File: src/inc/mca_pkg.sv
// package: types, register map and timing constants of the microcore alu datapath
`default_nettype none
package mca_pkg;
	localparam int DW         = 16;
	localparam int PW         = 32;
	localparam int NREG       = 8;
	localparam int RIW        = 3;
	localparam int MUL_CYCLES = 17;
	localparam int IRQ_W      = 3;
	localparam int IRQ_DONE   = 0;
	localparam int IRQ_ARITH  = 1;
	localparam int IRQ_IGN    = 2;

	localparam logic [7:0] OFF_CMD  = 8'h00;
	localparam logic [7:0] OFF_COND = 8'h04;
	localparam logic [7:0] OFF_IMM  = 8'h08;
	localparam logic [7:0] OFF_PLO  = 8'h0c;
	localparam logic [7:0] OFF_PHI  = 8'h10;
	localparam logic [7:0] OFF_IST  = 8'h14;
	localparam logic [7:0] OFF_IMSK = 8'h18;
	localparam logic [7:0] OFF_REG0 = 8'h20;

	// operation-done reads high out of reset: nothing is pending
	localparam logic [15:0] COND_RST = 16'h0200;

	typedef enum logic [4:0] {
		OP_NOP, OP_ADD, OP_ADDI, OP_SUB, OP_SUBI, OP_MUL, OP_MULI,
		OP_AND, OP_OR, OP_XOR, OP_NOT,
		OP_WIDE_SHL, OP_WIDE_SHR, OP_WIDE_SHLI, OP_WIDE_SHRI,
		OP_SHL, OP_SHR, OP_SHLI, OP_SHRI, OP_SHLS, OP_SHRS, OP_SHLSI, OP_SHRSI,
		OP_BYTE_SHL, OP_BYTE_SHR, OP_SWAP, OP_TO_TWOS, OP_TO_INT, OP_SET_MODE
	} mca_op_t;

	typedef struct packed {
		logic rst_sel;
		logic [3:0] imm;
		logic [2:0] src;
		logic [2:0] dst;
		mca_op_t op;
	} mca_cmd_t;

	typedef struct packed {
		logic carry;
		logic zero_result_flag;
		logic negative_flag;
		logic unsigned_borrow_flag;
		logic unsigned_carry_flag;
		logic signed_under_flag;
		logic signed_over_flag;
	} mca_arith_t;

	typedef struct packed {
		logic [1:0] spare;
		logic       arith_mode_high_bit;
		logic       arith_mode_low_bit;
		logic       conv_sign;
		logic       shift_out;
		logic       operation_done_flag;
		logic       product_precision_loss_flag;
		logic       product_shift_overflow_flag;
		mca_arith_t ar;
	} mca_cond_t;
endpackage
`default_nettype wire

File: src/logic/mca_addsub.sv
// 16-bit adder/subtractor with mode-dependent flag reporting
`default_nettype none
module mca_addsub
	import mca_pkg::*;
(
	input  wire logic [DW-1:0] a,
	input  wire logic [DW-1:0] b,
	input  wire logic          sub,
	input  wire logic [1:0]    mode,
	output logic [DW-1:0]      res,
	output mca_arith_t         fl
);
	logic [DW:0] sum;
	logic        ovf;
	wire         report_s = mode[0] | mode[1];
	wire         report_u = ~mode[0] | mode[1];

	assign sum = sub ? {1'b0, a} - {1'b0, b} : {1'b0, a} + {1'b0, b};
	assign res = sum[DW-1:0];
	assign ovf = sub ? (a[DW-1] != b[DW-1]) && (res[DW-1] != a[DW-1])
	                 : (a[DW-1] == b[DW-1]) && (res[DW-1] != a[DW-1]);

	assign fl.carry                = sum[DW];
	assign fl.zero_result_flag     = res == 16'h0000;
	// unsigned mode calls a result negative only when a subtraction borrowed
	assign fl.negative_flag        = mode[0] ? res[DW-1] : (sub & sum[DW]);
	assign fl.unsigned_borrow_flag = report_u & sub & sum[DW];
	assign fl.unsigned_carry_flag  = report_u & ~sub & sum[DW];
	assign fl.signed_under_flag    = report_s & ovf & a[DW-1];
	assign fl.signed_over_flag     = report_s & ovf & ~a[DW-1];
endmodule
`default_nettype wire

File: src/logic/mca_alu.sv
// microcore alu datapath: register file, arithmetic, masks, shifts, conversion, multiply, apb slave
//
// The APB slave port and the placing of the registers were decided locally.
`default_nettype none
module mca_alu
	import mca_pkg::*;
(
	input  wire logic        pclk,
	input  wire logic        presetn,
	input  wire logic        psel,
	input  wire logic        penable,
	input  wire logic        pwrite,
	input  wire logic [7:0]  paddr,
	input  wire logic [31:0] pwdata,
	output logic [31:0]      prdata,
	output logic             pready,
	output logic             pslverr,
	output logic             irq
);
	logic [DW-1:0]    reg_r [NREG];
	logic [DW-1:0]    imm_r;
	logic [PW-1:0]    prod_r;
	mca_cond_t        cond_r;
	mca_cond_t        cond_nxt;
	mca_cond_t        wcond;
	logic [IRQ_W-1:0] ist_r;
	logic [IRQ_W-1:0] ist_nxt;
	logic [IRQ_W-1:0] imsk_r;
	logic             ack_r;
	logic [31:0]      prdata_r;
	logic [31:0]      rd_mux;
	mca_cmd_t         cmd;
	logic             sh_busy_r;
	logic             sh_wide_r;
	logic             sh_left_r;
	logic             sh_sgn_r;
	logic [DW-1:0]    sh_cnt_r;
	logic [RIW-1:0]   sh_dst_r;
	logic [PW-1:0]    sh_val_r;
	logic [PW-1:0]    sh_val_nxt;
	logic             sh_out;
	logic             sh_ovf;
	logic [DW-1:0]    op_res;
	logic             op_we;
	logic [DW-1:0]    as_res;
	mca_arith_t       as_fl;
	logic             mul_busy;
	logic             mul_done;
	logic [PW-1:0]    mul_prod;

	// apb: one wait state so that read data leave a flop
	wire            acc_ph   = psel & penable;
	assign pready            = acc_ph & ack_r;
	wire            wr_en    = pready & pwrite;
	wire            aligned  = paddr[1:0] == 2'b00;
	wire            hit_cmd  = paddr == OFF_CMD;
	wire            hit_cond = paddr == OFF_COND;
	wire            hit_imm  = paddr == OFF_IMM;
	wire            hit_plo  = paddr == OFF_PLO;
	wire            hit_phi  = paddr == OFF_PHI;
	wire            hit_ist  = paddr == OFF_IST;
	wire            hit_imsk = paddr == OFF_IMSK;
	wire            hit_reg  = aligned & (paddr[7:5] == OFF_REG0[7:5]);
	wire [RIW-1:0]  apb_idx  = paddr[4:2];
	wire            mapped   = hit_cmd | hit_cond | hit_imm | hit_plo | hit_phi | hit_ist | hit_imsk | hit_reg;
	assign pslverr           = pready & ~mapped;
	assign prdata            = prdata_r;

	always_comb begin
		rd_mux = 32'h0;
		if (hit_reg)
			rd_mux = {16'h0000, reg_r[apb_idx]};
		else if (hit_cond)
			rd_mux = {16'h0000, cond_r};
		else if (hit_imm)
			rd_mux = {16'h0000, imm_r};
		else if (hit_plo)
			rd_mux = {16'h0000, prod_r[DW-1:0]};
		else if (hit_phi)
			rd_mux = {16'h0000, prod_r[PW-1:DW]};
		else if (hit_ist)
			rd_mux = {29'h0, ist_r};
		else if (hit_imsk)
			rd_mux = {29'h0, imsk_r};
	end

	// command decode
	assign cmd  = mca_cmd_t'(pwdata[DW-1:0]);
	assign wcond = mca_cond_t'(pwdata[DW-1:0]);
	wire launch    = wr_en & hit_cmd;
	wire busy      = sh_busy_r | mul_busy;
	wire is_mode   = cmd.op == OP_SET_MODE;
	wire accept    = launch & (~busy | is_mode);
	wire ignored   = launch & busy & ~is_mode;
	wire is_addsub = cmd.op inside {OP_ADD, OP_ADDI, OP_SUB, OP_SUBI};
	wire is_sub    = cmd.op inside {OP_SUB, OP_SUBI};
	wire is_mul    = cmd.op inside {OP_MUL, OP_MULI};
	wire is_wsh    = cmd.op inside {OP_WIDE_SHL, OP_WIDE_SHR, OP_WIDE_SHLI, OP_WIDE_SHRI};
	wire is_rsh    = cmd.op inside {OP_SHL, OP_SHR, OP_SHLI, OP_SHRI, OP_SHLS, OP_SHRS, OP_SHLSI, OP_SHRSI};
	wire op_left   = cmd.op inside {OP_WIDE_SHL, OP_WIDE_SHLI, OP_SHL, OP_SHLI, OP_SHLS, OP_SHLSI};
	wire op_sgn    = cmd.op inside {OP_SHLS, OP_SHRS, OP_SHLSI, OP_SHRSI};
	wire use_imm   = cmd.op inside {OP_ADDI, OP_SUBI, OP_MULI, OP_WIDE_SHLI, OP_WIDE_SHRI,
	                                OP_SHLI, OP_SHRI, OP_SHLSI, OP_SHRSI};
	wire [DW-1:0] dst_v = reg_r[cmd.dst];
	wire [DW-1:0] opb   = use_imm ? {12'h000, cmd.imm} : reg_r[cmd.src];
	wire          sh_start = accept & (is_wsh | is_rsh) & (opb != 16'h0000);

	mca_addsub u_addsub (
		.a    (dst_v),
		.b    (opb),
		.sub  (is_sub),
		.mode ({cond_r.arith_mode_high_bit, cond_r.arith_mode_low_bit}),
		.res  (as_res),
		.fl   (as_fl)
	);

	mca_mul u_mul (
		.pclk    (pclk),
		.presetn (presetn),
		.start   (accept & is_mul),
		.mcand   (dst_v),
		.mplier  (opb),
		.busy    (mul_busy),
		.done    (mul_done),
		.product (mul_prod)
	);

	// single-cycle results, written to the destination at the issuing edge
	always_comb begin
		op_res = dst_v;
		op_we  = 1'b1;
		case (cmd.op)
			OP_ADD, OP_ADDI, OP_SUB, OP_SUBI: op_res = as_res;
			OP_AND:      op_res = dst_v & imm_r;
			OP_OR:       op_res = dst_v | imm_r;
			OP_XOR:      op_res = dst_v ^ imm_r;
			OP_NOT:      op_res = ~dst_v;
			OP_BYTE_SHL: op_res = {dst_v[7:0], 8'h00};
			OP_BYTE_SHR: op_res = {8'h00, dst_v[15:8]};
			OP_SWAP:     op_res = {dst_v[7:0], dst_v[15:8]};
			OP_TO_TWOS:  op_res = {cond_r.conv_sign, dst_v[14:0]};
			OP_TO_INT:   op_res = {1'b0, dst_v[14:0]};
			default:     op_we  = 1'b0;
		endcase
	end

	// one shift position per cycle; a signed left shift keeps the sign bit in place
	wire sh_last = sh_busy_r & (sh_cnt_r == 16'h0001);
	always_comb begin
		sh_val_nxt = {1'b0, sh_val_r[PW-1:1]};
		sh_out     = sh_val_r[0];
		sh_ovf     = 1'b0;
		if (sh_left_r) begin
			sh_val_nxt = {sh_val_r[PW-2:0], 1'b0};
			if (sh_wide_r) begin
				sh_out = sh_val_r[PW-1];
				sh_ovf = sh_out;
			end else if (sh_sgn_r) begin
				sh_out     = sh_val_r[DW-2];
				sh_ovf     = sh_out ^ sh_val_r[DW-1];
				sh_val_nxt = {16'h0000, sh_val_r[DW-1], sh_val_r[DW-3:0], 1'b0};
			end else begin
				sh_out     = sh_val_r[DW-1];
				sh_ovf     = sh_out;
				sh_val_nxt = {16'h0000, sh_val_r[DW-2:0], 1'b0};
			end
		end else if (sh_sgn_r) begin
			sh_val_nxt[DW-1] = sh_val_r[DW-1];
		end
	end

	always_ff @(posedge pclk or negedge presetn) begin
		if (!presetn) begin
			sh_busy_r <= 1'b0;
			sh_wide_r <= 1'b0;
			sh_left_r <= 1'b0;
			sh_sgn_r  <= 1'b0;
			sh_cnt_r  <= 16'h0000;
			sh_dst_r  <= 3'h0;
			sh_val_r  <= 32'h0;
		end else if (sh_start) begin
			sh_busy_r <= 1'b1;
			sh_wide_r <= is_wsh;
			sh_left_r <= op_left;
			sh_sgn_r  <= op_sgn;
			sh_cnt_r  <= opb;
			sh_dst_r  <= cmd.dst;
			sh_val_r  <= is_wsh ? prod_r : {16'h0000, dst_v};
		end else if (sh_busy_r) begin
			sh_val_r  <= sh_val_nxt;
			sh_cnt_r  <= sh_cnt_r - 16'h0001;
			if (sh_last)
				sh_busy_r <= 1'b0;
		end
	end

	// register file: shift write-back wins over a bus write landing in the same cycle
	wire            sh_reg_wb  = sh_last & ~sh_wide_r;
	wire            op_reg_wb  = accept & op_we;
	wire            apb_reg_wb = wr_en & hit_reg;
	wire            wb_any     = sh_reg_wb | op_reg_wb | apb_reg_wb;
	wire [RIW-1:0]  wb_idx     = sh_reg_wb ? sh_dst_r : op_reg_wb ? cmd.dst : apb_idx;
	wire [DW-1:0]   wb_dat     = sh_reg_wb ? sh_val_nxt[DW-1:0] : op_reg_wb ? op_res : pwdata[DW-1:0];

	for (genvar gi = 0; gi < NREG; gi++) begin : g_reg
		always_ff @(posedge pclk or negedge presetn) begin
			if (!presetn)
				reg_r[gi] <= 16'h0000;
			else if (wb_any && wb_idx == RIW'(gi))
				reg_r[gi] <= wb_dat;
		end
	end

	// condition register
	always_comb begin
		cond_nxt = cond_r;
		if (wr_en && hit_cond) begin
			cond_nxt.arith_mode_high_bit = wcond.arith_mode_high_bit;
			cond_nxt.arith_mode_low_bit  = wcond.arith_mode_low_bit;
			cond_nxt.conv_sign           = wcond.conv_sign;
		end
		if (accept) begin
			case (cmd.op)
				OP_ADD, OP_ADDI, OP_SUB, OP_SUBI: cond_nxt.ar = as_fl;
				OP_SET_MODE: begin
					cond_nxt.arith_mode_high_bit = cmd.imm[1];
					cond_nxt.arith_mode_low_bit  = cmd.imm[0];
				end
				OP_BYTE_SHL: begin
					cond_nxt.shift_out                   = dst_v[8];
					cond_nxt.product_shift_overflow_flag = |dst_v[15:8];
					cond_nxt.product_precision_loss_flag = 1'b0;
					cond_nxt.operation_done_flag         = 1'b1;
				end
				OP_BYTE_SHR: begin
					cond_nxt.shift_out                   = dst_v[7];
					cond_nxt.product_shift_overflow_flag = 1'b0;
					cond_nxt.product_precision_loss_flag = |dst_v[7:0];
					cond_nxt.operation_done_flag         = 1'b1;
				end
				OP_TO_INT: cond_nxt.conv_sign = cmd.rst_sel ? dst_v[15] : cond_r.conv_sign ^ dst_v[15];
				default: ;
			endcase
			if (is_mul || is_wsh || is_rsh) begin
				cond_nxt.product_shift_overflow_flag = 1'b0;
				cond_nxt.product_precision_loss_flag = 1'b0;
				cond_nxt.shift_out                   = 1'b0;
				cond_nxt.operation_done_flag         = ~(is_mul | sh_start);
			end
		end
		if (sh_busy_r) begin
			cond_nxt.shift_out                    = sh_out;
			cond_nxt.product_shift_overflow_flag  = cond_r.product_shift_overflow_flag | sh_ovf;
			cond_nxt.product_precision_loss_flag  = cond_r.product_precision_loss_flag | (~sh_left_r & sh_out);
			if (sh_last)
				cond_nxt.operation_done_flag = 1'b1;
		end
		if (mul_done)
			cond_nxt.operation_done_flag = 1'b1;
	end

	// interrupt sources: an event in the clearing cycle still sets its bit
	wire              ar_ev = accept & is_addsub & (as_fl.unsigned_borrow_flag | as_fl.unsigned_carry_flag |
	                          as_fl.signed_under_flag | as_fl.signed_over_flag);
	wire [IRQ_W-1:0]  ev    = {ignored, ar_ev, mul_done | sh_last};
	wire [IRQ_W-1:0]  iclr  = (wr_en && hit_ist) ? pwdata[IRQ_W-1:0] : 3'h0;
	assign ist_nxt = (ist_r & ~iclr) | ev;
	assign irq     = |(ist_r & imsk_r);

	always_ff @(posedge pclk or negedge presetn) begin
		if (!presetn) begin
			ack_r    <= 1'b0;
			prdata_r <= 32'h0;
			imm_r    <= 16'h0000;
			prod_r   <= 32'h0;
			cond_r   <= mca_cond_t'(COND_RST);
			ist_r    <= 3'h0;
			imsk_r   <= 3'h0;
		end else begin
			ack_r  <= acc_ph & ~ack_r;
			cond_r <= cond_nxt;
			ist_r  <= ist_nxt;
			if (acc_ph && !ack_r)
				prdata_r <= rd_mux;
			if (wr_en && hit_imm)
				imm_r <= pwdata[DW-1:0];
			if (wr_en && hit_imsk)
				imsk_r <= pwdata[IRQ_W-1:0];
			if (mul_done)
				prod_r <= mul_prod;
			else if (sh_last && sh_wide_r)
				prod_r <= sh_val_nxt;
		end
	end
endmodule
`default_nettype wire

File: src/logic/mca_mul.sv
// sequential shift-add multiplier, 16 x 16 into 32 bits
`default_nettype none
module mca_mul
	import mca_pkg::*;
(
	input  wire logic          pclk,
	input  wire logic          presetn,
	input  wire logic          start,
	input  wire logic [DW-1:0] mcand,
	input  wire logic [DW-1:0] mplier,
	output logic               busy,
	output logic               done,
	output logic [PW-1:0]      product
);
	localparam logic [4:0] LAST = 5'(MUL_CYCLES);
	logic [4:0]    cnt_r;
	logic [PW-1:0] acc_r;
	logic [PW-1:0] mc_r;
	logic [DW-1:0] mp_r;

	assign busy    = cnt_r != 5'h00;
	assign done    = cnt_r == LAST;
	assign product = acc_r;

	// sixteen add steps and one hand-over step make up the latency
	always_ff @(posedge pclk or negedge presetn) begin
		if (!presetn) begin
			cnt_r <= 5'h00;
			acc_r <= 32'h0;
			mc_r  <= 32'h0;
			mp_r  <= 16'h0;
		end else if (start && !busy) begin
			cnt_r <= 5'h01;
			acc_r <= 32'h0;
			mc_r  <= {16'h0000, mcand};
			mp_r  <= mplier;
		end else if (done) begin
			cnt_r <= 5'h00;
		end else if (busy) begin
			if (mp_r[0])
				acc_r <= acc_r + mc_r;
			mc_r  <= {mc_r[PW-2:0], 1'b0};
			mp_r  <= {1'b0, mp_r[DW-1:1]};
			cnt_r <= cnt_r + 5'h01;
		end
	end
endmodule
`default_nettype wire

File: config.mk
export PLATFORM = sky130hd
export DESIGN_NAME = mca_alu
export DESIGN_NICKNAME = d
export VERILOG_FILES = /design/src/inc/mca_pkg.sv /design/src/logic/mca_addsub.sv /design/src/logic/mca_alu.sv /design/src/logic/mca_mul.sv
export SDC_FILE = /design/constraint.sdc
export NUM_CORES = 1
export LEC_CHECK = 0
export ABC_AREA = 1
export BUFFER_PORTS_ARGS = -buffer_cell sky130_fd_sc_hd__buf_2
export CORE_UTILIZATION = 45
export CTS_CLUSTER_DIAMETER = 200
export DETAILED_ROUTE_END_ITERATION = 8
export GPL_ROUTABILITY_DRIVEN = 1
export GPL_TIMING_DRIVEN = 1
export PLACE_DENSITY_LB_ADDON = 0.15
export SKIP_CTS_REPAIR_TIMING = 1
export SLEW_MARGIN = 30
export SYNTH_ARGS = -nofsm -noshare
export SYNTH_HDL_FRONTEND = slang
export SYNTH_SLANG_ARGS = --single-unit
File: constraint.sdc
create_clock -name pclk -period 7.9 [get_ports pclk]
set_clock_uncertainty 0.15 [all_clocks]
set_input_delay 0.395 -clock pclk [delete_from_list [all_inputs] [get_ports pclk]]
set_output_delay 0.395 -clock pclk [all_outputs]
set_load 0.02 [all_outputs]
==> metrics.md, run 1 <==
| Metric | Value |
|---|---|
| Highest fanout seen on the critical path | `13` |
| Overall die width | `235 µm` |
| Synth-to-layout area growth | `9.26%` |
| Final nets | `3744` |
| Remaining antenna violation count after routing | `0` |
| Final number of hold-violating endpoints | `1` |
| Yosys synthesis warning count | `0` |
| Number of buffers inserted during clock tree synthesis | `44` |
| Setup Viol. Count Final | `0` |
| Leftover overflow at the end of global routing | `0` |
| CTS Buffer Depth | `3` |
| Leakage power | `13.4 nW` |
| Clock tree root buffer cell | `sky130_fd_sc_hd__clkbuf_16` |
| Total Routing Usage GR | `0.341` |
| Result of the run | `complete, but fails checks` |
| Transition time of the tightest slew-check pin | `1.04 ns` |
| Number of synthesized flops with an enable pin | `0` |
| DRC errors left | `0` |
| Pre-CTS WS | `2.12 ns` |
| H-tree depth reported by CTS | `2` |
| Number of antenna violations at the first check in global routing | `4` |
| Via density per instance | `5.81` |
| Count of buffers inserted at the top-level ports | `47` |
| Total placed instance area | `25200 µm²` |
| CP Class | `in2reg` |
| Number of global-route vias before repair | `23200` |
| Storage element area | `8830 µm²` |
| Number of violations reported at the end of detailed-routing iteration 0 | `3043` |
| Maximum number of pins on one net before global-route repair | `149` |
| Fillcell total | `5476` |
| Clk_lat worst skew | `0.60 ns` |
| Data required time at the worst endpoint | `8.27 ns` |
| Proportion of register bits with asynchronous set or reset after synthesis | `1.00` |
| Max-slew violation total from the final report | `0` |
| Die Area | `55300 µm²` |
| Min Hold Slack | `-0.00613 ns` |
| Register area share after synthesis | `0.361` |
| Boundary pin count | `80` |
| Fraction of final layout cells sized beyond drive strength 1 | `0.0645` |
| Final GP Congestion | `1.00` |
| TritonCTS clock tree | `built` |
| Core Footprint | `53700 µm²` |
| Number of max-capacitance violations reported | `0` |
| Fin util | `0.497` |
| Setup repair after global routing missed its margin | `no` |
| Hold Crit Class | `in2reg` |
| Post-Synthesis Mean Instance Area | `6.72 µm²` |
| Detailed Route WL | `95100 µm` |
| Die boundary height | `235 µm` |
| Failing checks | `hold timing` |
| Most frequently used flop master after synthesis | `sky130_fd_sc_hd__dfrtp_1` |
| Via count | `25200` |
| First-pass iteration count of the detailed router | `6` |
| Total Power Consumption | `5.07 mW` |
| Crit path capture type | `flop` |
| Number of clock sinks | `353` |
| Final period utilization | `0.677` |
| Arrival time of data at the critical path endpoint | `5.72 ns` |
| Number of rows in the core area | `85` |
| Worst-case headroom to the max-slew limit | `0.306` |
| Initial Utilization | `0.455` |
| Element type at the critical path start | `input pin` |
| Shortest period the worst path allows | `5.35 ns` |
| Clk pin slew, worst setup/hold paths | `0.06 ns` |
| Register bit count reported by yosys | `353` |
| Power density normalized to cell area | `190 nW/µm²` |
| Setup TNS | `0 ns` |
| Multi-input gate area in the final layout | `13500 µm²` |
| Cell count after synthesis | `3640` |
| Post-synthesis instance area | `24400 µm²` |
| First-pass GRT wire length | `145000 µm` |
| Avg WL per Cell | `21.9 µm` |
| Highest achievable clock rate | `187 MHz` |
| Post-route design area | `26700 µm²` |
| Count of cell types in the netlist | `54` |
| Crit path setup slack, layout | `2.55 ns` |
| Max rail drop VDD | `0.000147 V` |
| Placed wire-length estimate after detailed placement | `66100 µm` |
## synth_stat cells, drive strengths merged (7+ instances only)
master      n  area (µm²)
clkbuf    102         383
nor3       31         155
xor2       27         236
a21o        7        52.6
o211ai     44         330
a22oi      49         368
o22ai      66         419
dfrtp     352        8810
o21ai     282        1420
a221oi     10        87.6
clkinv     10        37.5
or2        13        81.3
inv       363        1360
xnor2      18         158
a21oi     165         826
nand3     259        1300
a31oi      22         138
nor2      234         911
o2111ai    21         184
ha         87        1090
buf        79         464
nand2    1318        4980
nand4      26         163
o221ai     15         131
## routing by layer
layer / vias to the layer above / part of all wire / global-route usage
met5: - / 0.00047 / 0
met4: 6 / 0.048 / 0.165
met3: 233 / 0.10 / 0.0667
met2: 1320 / 0.42 / 0.493
met1: 11800 / 0.43 / 0.487
li1: 11800 / - / -
## report_power, final
part / total (mW) / internal, mW / switching [mW]
Clock: 2.16 / 1.31 / 0.856
Combinational: 0.961 / 0.244 / 0.718
Sequential: 1.95 / 1.89 / 0.0589
## sequential cells by signal (all words and copies together) (netlist names), 3 cells and up
name,count
sh_val_r,32
u_mul.product,32
u_mul.mp_r,16
u_mul.mc_r,32
prdata,16
ist_r,3
sh_cnt_r,16
cond_r,14
prod_r,32
imm_r,16
sh_dst_r,3
u_mul.cnt_r,5
imsk_r,3
reg_r,128
## path summary, 6_finish.rpt
check | startpoint | slack [ns] | cells after the start | end
worst max register to register | reg_r[97]$_DFFE_PN0P_ | 2.86 | 26 | reg_r[79]$_DFFE_PN0P_
max in group asynchronous | presetn | 5.98 | 3 | reg_r[44]$_DFFE_PN0P_
worst max-delay path | pwdata[4] | 2.55 | 24 | reg_r[79]$_DFFE_PN0P_
worst min-delay path | pwdata[14] | -0.006 | 3 | imm_r[14]$_DFFE_PN0P_
worst min register to register | u_mul.mp_r[6]$_DFFE_PN0P_ | 0.32 | 2 | u_mul.mp_r[6]$_DFFE_PN0P_
min in group asynchronous | presetn | 0.25 | 2 | prdata[13]$_DFFE_PN0P_
## worst max-delay path, cell delays in order
cell and delay (ns):
sky130_fd_sc_hd__buf_2 0.29, sky130_fd_sc_hd__inv_1 0.27, sky130_fd_sc_hd__nand3_1 0.13, sky130_fd_sc_hd__nand2_1 0.09
sky130_fd_sc_hd__nor2_1 0.12, sky130_fd_sc_hd__nor2_1 0.05, sky130_fd_sc_hd__nor2_1 0.48, sky130_fd_sc_hd__nand3_1 0.21
sky130_fd_sc_hd__o21ai_1 0.38, sky130_fd_sc_hd__nand3_1 0.26, sky130_fd_sc_hd__nor2_1 0.30, sky130_fd_sc_hd__nor2_1 0.09
sky130_fd_sc_hd__xnor2_1 0.13, sky130_fd_sc_hd__ha_1 0.38, sky130_fd_sc_hd__nand2_1 0.10, sky130_fd_sc_hd__inv_1 0.10
sky130_fd_sc_hd__nand3_1 0.07, sky130_fd_sc_hd__o21ai_0 0.48, sky130_fd_sc_hd__nand2_1 0.15, sky130_fd_sc_hd__nand3_1 0.21
sky130_fd_sc_hd__nand3_1 0.13, sky130_fd_sc_hd__a21oi_1 0.66, sky130_fd_sc_hd__nand2_1 0.11, sky130_fd_sc_hd__nand2_1 0.09
## cell type report
cell class | count | area share
multi-input cells | 2748 | 0.505
repair buffers | 90 | 0.0218
clock inverters | 20 | 0.0107
well taps | 696 | 0.0326
diodes | 1 | 0.0000937
flip-flops and latches | 353 | 0.331
clock buffers | 59 | 0.0467
inverters | 373 | 0.0524
## cell usage in the layout (no fill, tap or decap), drive strengths merged, types with 20 or more instances in the layout
| cell type | n |
|---|---|
| a21oi | 165 |
| a22oi | 49 |
| a31oi | 22 |
| buf | 89 |
| clkbuf | 59 |
| clkinv | 20 |
| dfrtp | 352 |
| ha | 87 |
| inv | 365 |
| nand2 | 1318 |
| nand3 | 259 |
| nand4 | 26 |
| nor2 | 234 |
| nor3 | 31 |
| o2111ai | 21 |
| o211ai | 44 |
| o21ai | 282 |
| o22ai | 66 |
| xor2 | 27 |
## metrics by stage
step                std cells  hold WS (ns)
floorplan                3655       -0.0506
global placement         4259         0.306
detailed placement       4259         0.309
CTS                      4338        -0.282
global route             4339        0.0253
finish                   4340      -0.00613
## cells by family after synthesis
| family | Yosys count | synth area share |
|---|---|---|
| mux | 2 | 0.000921 |
| simple gates | 1897 | 0.315 |
| buf+inv | 554 | 0.0919 |
| xor+xnor | 45 | 0.0161 |
| fa+ha+maj | 89 | 0.0462 |
| compound gates | 699 | 0.168 |
| other cells | 1 | 0.000153 |
| flops | 353 | 0.361 |
(Power assumes the default switching activity.)
==> run 2: changes to the inputs <==
Clock period 7.9 ns to 4.9 ns, I/O delays scaled along.
==> run 2 against run 1 <==
  * The flow now finishes without violations
  * Count of clock-buffer cells in the layout grew 5
  * Global-route usage grew 0.55 points
  * Core utilization grew 0.81 points
  * Critical endpoint is now reg_r[75]$_DFFE_PN0P_
  * Register-to-register slack lost 2.4 ns
==> metrics.md, run 2 (same netlist as run 1, synthesis figures left out) <==
| Metric | Value |
|---|---|
| Result of the run | `complete, no violations` |
| Max-slew violation total from the final report | `0 (unchanged)` |
| Relative contribution of combinational cells to total power | `0.210 (+0.020)` |
| Critical Path Slowest Stage Cell | `sky130_fd_sc_hd__dlygate4sd3_1` |
| Highest fanout seen on the critical path | `8 (-5)` |
| Total Routing Usage GR | `0.347 (+0.00550)` |
| Setup Viol. Count Final | `0 (unchanged)` |
| Highest achievable clock rate | `219 MHz` |
| Leftover overflow at the end of global routing | `0 (unchanged)` |
| Die boundary height | `235 µm (unchanged)` |
| Fraction of final layout cells sized beyond drive strength 1 | `0.0783 (+0.0138)` |
| Min Hold Slack | `0.0378 ns (+0.0440 ns)` |
| Fillcell total | `5439 (-0.68%)` |
| Number of buffers inserted during clock tree synthesis | `44 (unchanged)` |
| Arrival time of data at the critical path endpoint | `4.88 ns (-0.84 ns)` |
| Final number of hold-violating endpoints | `0 (-1)` |
| TritonCTS clock tree | `built` |
| Remaining antenna violation count after routing | `0 (unchanged)` |
| Most repeated library cell on the critical path | `sky130_fd_sc_hd__nand2_1` |
| CTS Buffer Depth | `3 (unchanged)` |
| H-tree depth reported by CTS | `2 (unchanged)` |
| Clk network pwr share | `0.391 (-0.036)` |
| First-pass iteration count of the detailed router | `6 (unchanged)` |
| Number of antenna violations at the first check in global routing | `4 (unchanged)` |
| Via density per instance | `5.80 (-0.25%)` |
| Leakage power | `13.7 nW (+2.1%)` |
| Number of rows in the core area | `85 (unchanged)` |
| Most flop-heavy register | `reg_r` |
| Data required time at the worst endpoint | `5.22 ns (-3.05 ns)` |
| Number of violations reported at the end of detailed-routing iteration 0 | `2981 (-2.0%)` |
| Boundary pin count | `80 (unchanged)` |
| Leading cell types in the layout, fill and taps excluded | `sky130_fd_sc_hd__nand2_1 (1303), sky130_fd_sc_hd__dfrtp_1 (352), sky130_fd_sc_hd__inv_1 (348)` |
| Clk_lat worst skew | `0.59 ns (about the same)` |
| Sequential share of power | `0.399 (+0.015)` |
| Total buffers and inverters traversed by the critical path | `5 (+2)` |
| Flip-flop count of the largest register after layout | `128 (unchanged)` |
| Maximum number of pins on one net before global-route repair | `95 (-36%)` |
| Clk pin slew, worst setup/hold paths | `0.05 ns (about the same)` |
| Transition time of the tightest slew-check pin | `0.859 ns (-0.180 ns)` |
| Die Area | `55300 µm² (unchanged)` |
| Final nets | `3822 (+2.1%)` |
| Worst-case headroom to the max-slew limit | `0.426 (+0.120)` |
| Largest delay contributor family on the critical path | `simple AND/OR/NAND/NOR gates` |
| Max rail drop VDD | `0.000219 V (+49%)` |
| Initial Utilization | `0.455 (unchanged)` |
| Detailed Route WL | `96600 µm (+1.6%)` |
| Max incr delay on CP | `0.53 ns (-0.13 ns)` |
| Count of buffers inserted at the top-level ports | `47 (unchanged)` |
| Pre-CTS WS | `0.170 ns (-1.95 ns)` |
| Number of global-route vias before repair | `23400 (+0.90%)` |
| Overall die width | `235 µm (unchanged)` |
| Setup TNS | `0 ns (unchanged)` |
| CP Class | `in2reg` |
| Clock tree root buffer cell | `sky130_fd_sc_hd__clkbuf_16` |
| Shortest period the worst path allows | `4.56 ns` |
| Number of clock sinks | `353 (unchanged)` |
| Switching Fraction | `0.331 (+0.00944)` |
| Storage element area | `8830 µm² (unchanged)` |
| Placed wire-length estimate after detailed placement | `68800 µm (+4.2%)` |
| Reported net switching power | `2.61 mW (+60%)` |
| Cell internal pwr | `5.26 mW (+53%)` |
| Setup repair after global routing missed its margin | `no` |
| Hold Crit Class | `in2reg` |
| Multi-input gate area in the final layout | `13500 µm² (-0.15%)` |
| Crit path setup slack, layout | `0.344 ns (-2.21 ns)` |
| Avg WL per Cell | `21.9 µm (-0.13%)` |
| First-pass GRT wire length | `146000 µm (+1.2%)` |
| DRC errors left | `0 (unchanged)` |
| Element type at the critical path start | `input pin` |
| Final period utilization | `0.930` |
| Final GP Congestion | `1.04 (+3.9%)` |
| Number of max-capacitance violations reported | `0 (unchanged)` |
| Synth-to-layout area growth | `11.1%` |
| Core Footprint | `53700 µm² (unchanged)` |
| Power density normalized to cell area | `290 nW/µm² (+53%)` |
| Most common cell after layout, fill and taps aside | `sky130_fd_sc_hd__nand2_1` |
| Crit path capture type | `flop` |
| Via count | `25600 (+1.4%)` |
run 2: cell types whose count changed in the layout (fill, tap and decap cells not counted), moves of 3 or more:
cell / change
sky130_fd_sc_hd__bufinv_16: -6
sky130_fd_sc_hd__nor2_4: -3
sky130_fd_sc_hd__nor2_2: +4
sky130_fd_sc_hd__buf_12: +5
sky130_fd_sc_hd__dlygate4sd3_1: +9
sky130_fd_sc_hd__clkbuf_1: +7
sky130_fd_sc_hd__buf_4: +64
run 2: final cells by class:
type / count / share of cell area
multi-input cells: 2748 / 0.496
flip-flops and latches: 353 / 0.325
well taps: 696 / 0.0321
repair buffers: 168 / 0.0462
diodes: 1 / 0.0000922
clock buffers: 64 / 0.0459
inverters: 373 / 0.0516
clock inverters: 11 / 0.00267
run 2: worst min-delay path, delay by kind of cell:
family,cells,cell delay [ns]
buffers and inverters,1,0.10
and+or+nand+nor,4,0.36
run 2: routing by layer:
layer | GRT usage | share of wire | vias to the layer above | wire length, µm
li1 | - | - | 12000 | -
met1 | 0.488 | 0.43 | 12000 | 41200
met2 | 0.492 | 0.41 | 1316 | 39700
met3 | 0.0867 | 0.11 | 274 | 10700
met4 | 0.174 | 0.051 | 6 | 4960
met5 | 0 | 0.00041 | - | 40
run 2: metrics by stage:
stage                     instances  power [mW]   util  instance area, µm²
after floorplan                3655        4.12      -               24500
after global placement         4328        4.78  0.479               25700
after detailed placement       4328        4.79  0.479               25700
after CTS                      4403        7.87  0.503               27000
after global routing           4413        8.17  0.505               27100
final                          4414        7.87  0.505               27100
run 2: worst paths after layout:
check                      slack (ns)  cells after the start                   endpoint                       from
setup / recovery                 0.34                     26      reg_r[75]$_DFFE_PN0P_                  pwdata[1]
min in group asynchronous        0.07                      2     prdata[14]$_DFFE_PN0P_                    presetn
setup reg to reg                 0.45                     27      reg_r[75]$_DFFE_PN0P_      reg_r[97]$_DFFE_PN0P_
hold reg to reg                  0.32                      2  u_mul.mp_r[5]$_DFFE_PN0P_  u_mul.mp_r[5]$_DFFE_PN0P_
max in group asynchronous        3.32                      3      reg_r[93]$_DFFE_PN0P_                    presetn
hold / removal                   0.04                      5      prdata[1]$_DFFE_PN0P_                       psel
run 2: power groups by stage:
stage / Sequential (mW) / Clock (mW) / Combinational [mW]
6_report: 3.14 / 3.08 / 1.65
5_1_grt: 3.15 / 3.22 / 1.79
4_1_cts: 3.14 / 3.12 / 1.60
3_5_place_dp: 3.19 / 0 / 1.60
3_3_place_gp: 3.19 / 0 / 1.59
2_1_floorplan: 3.17 / 0 / 0.948
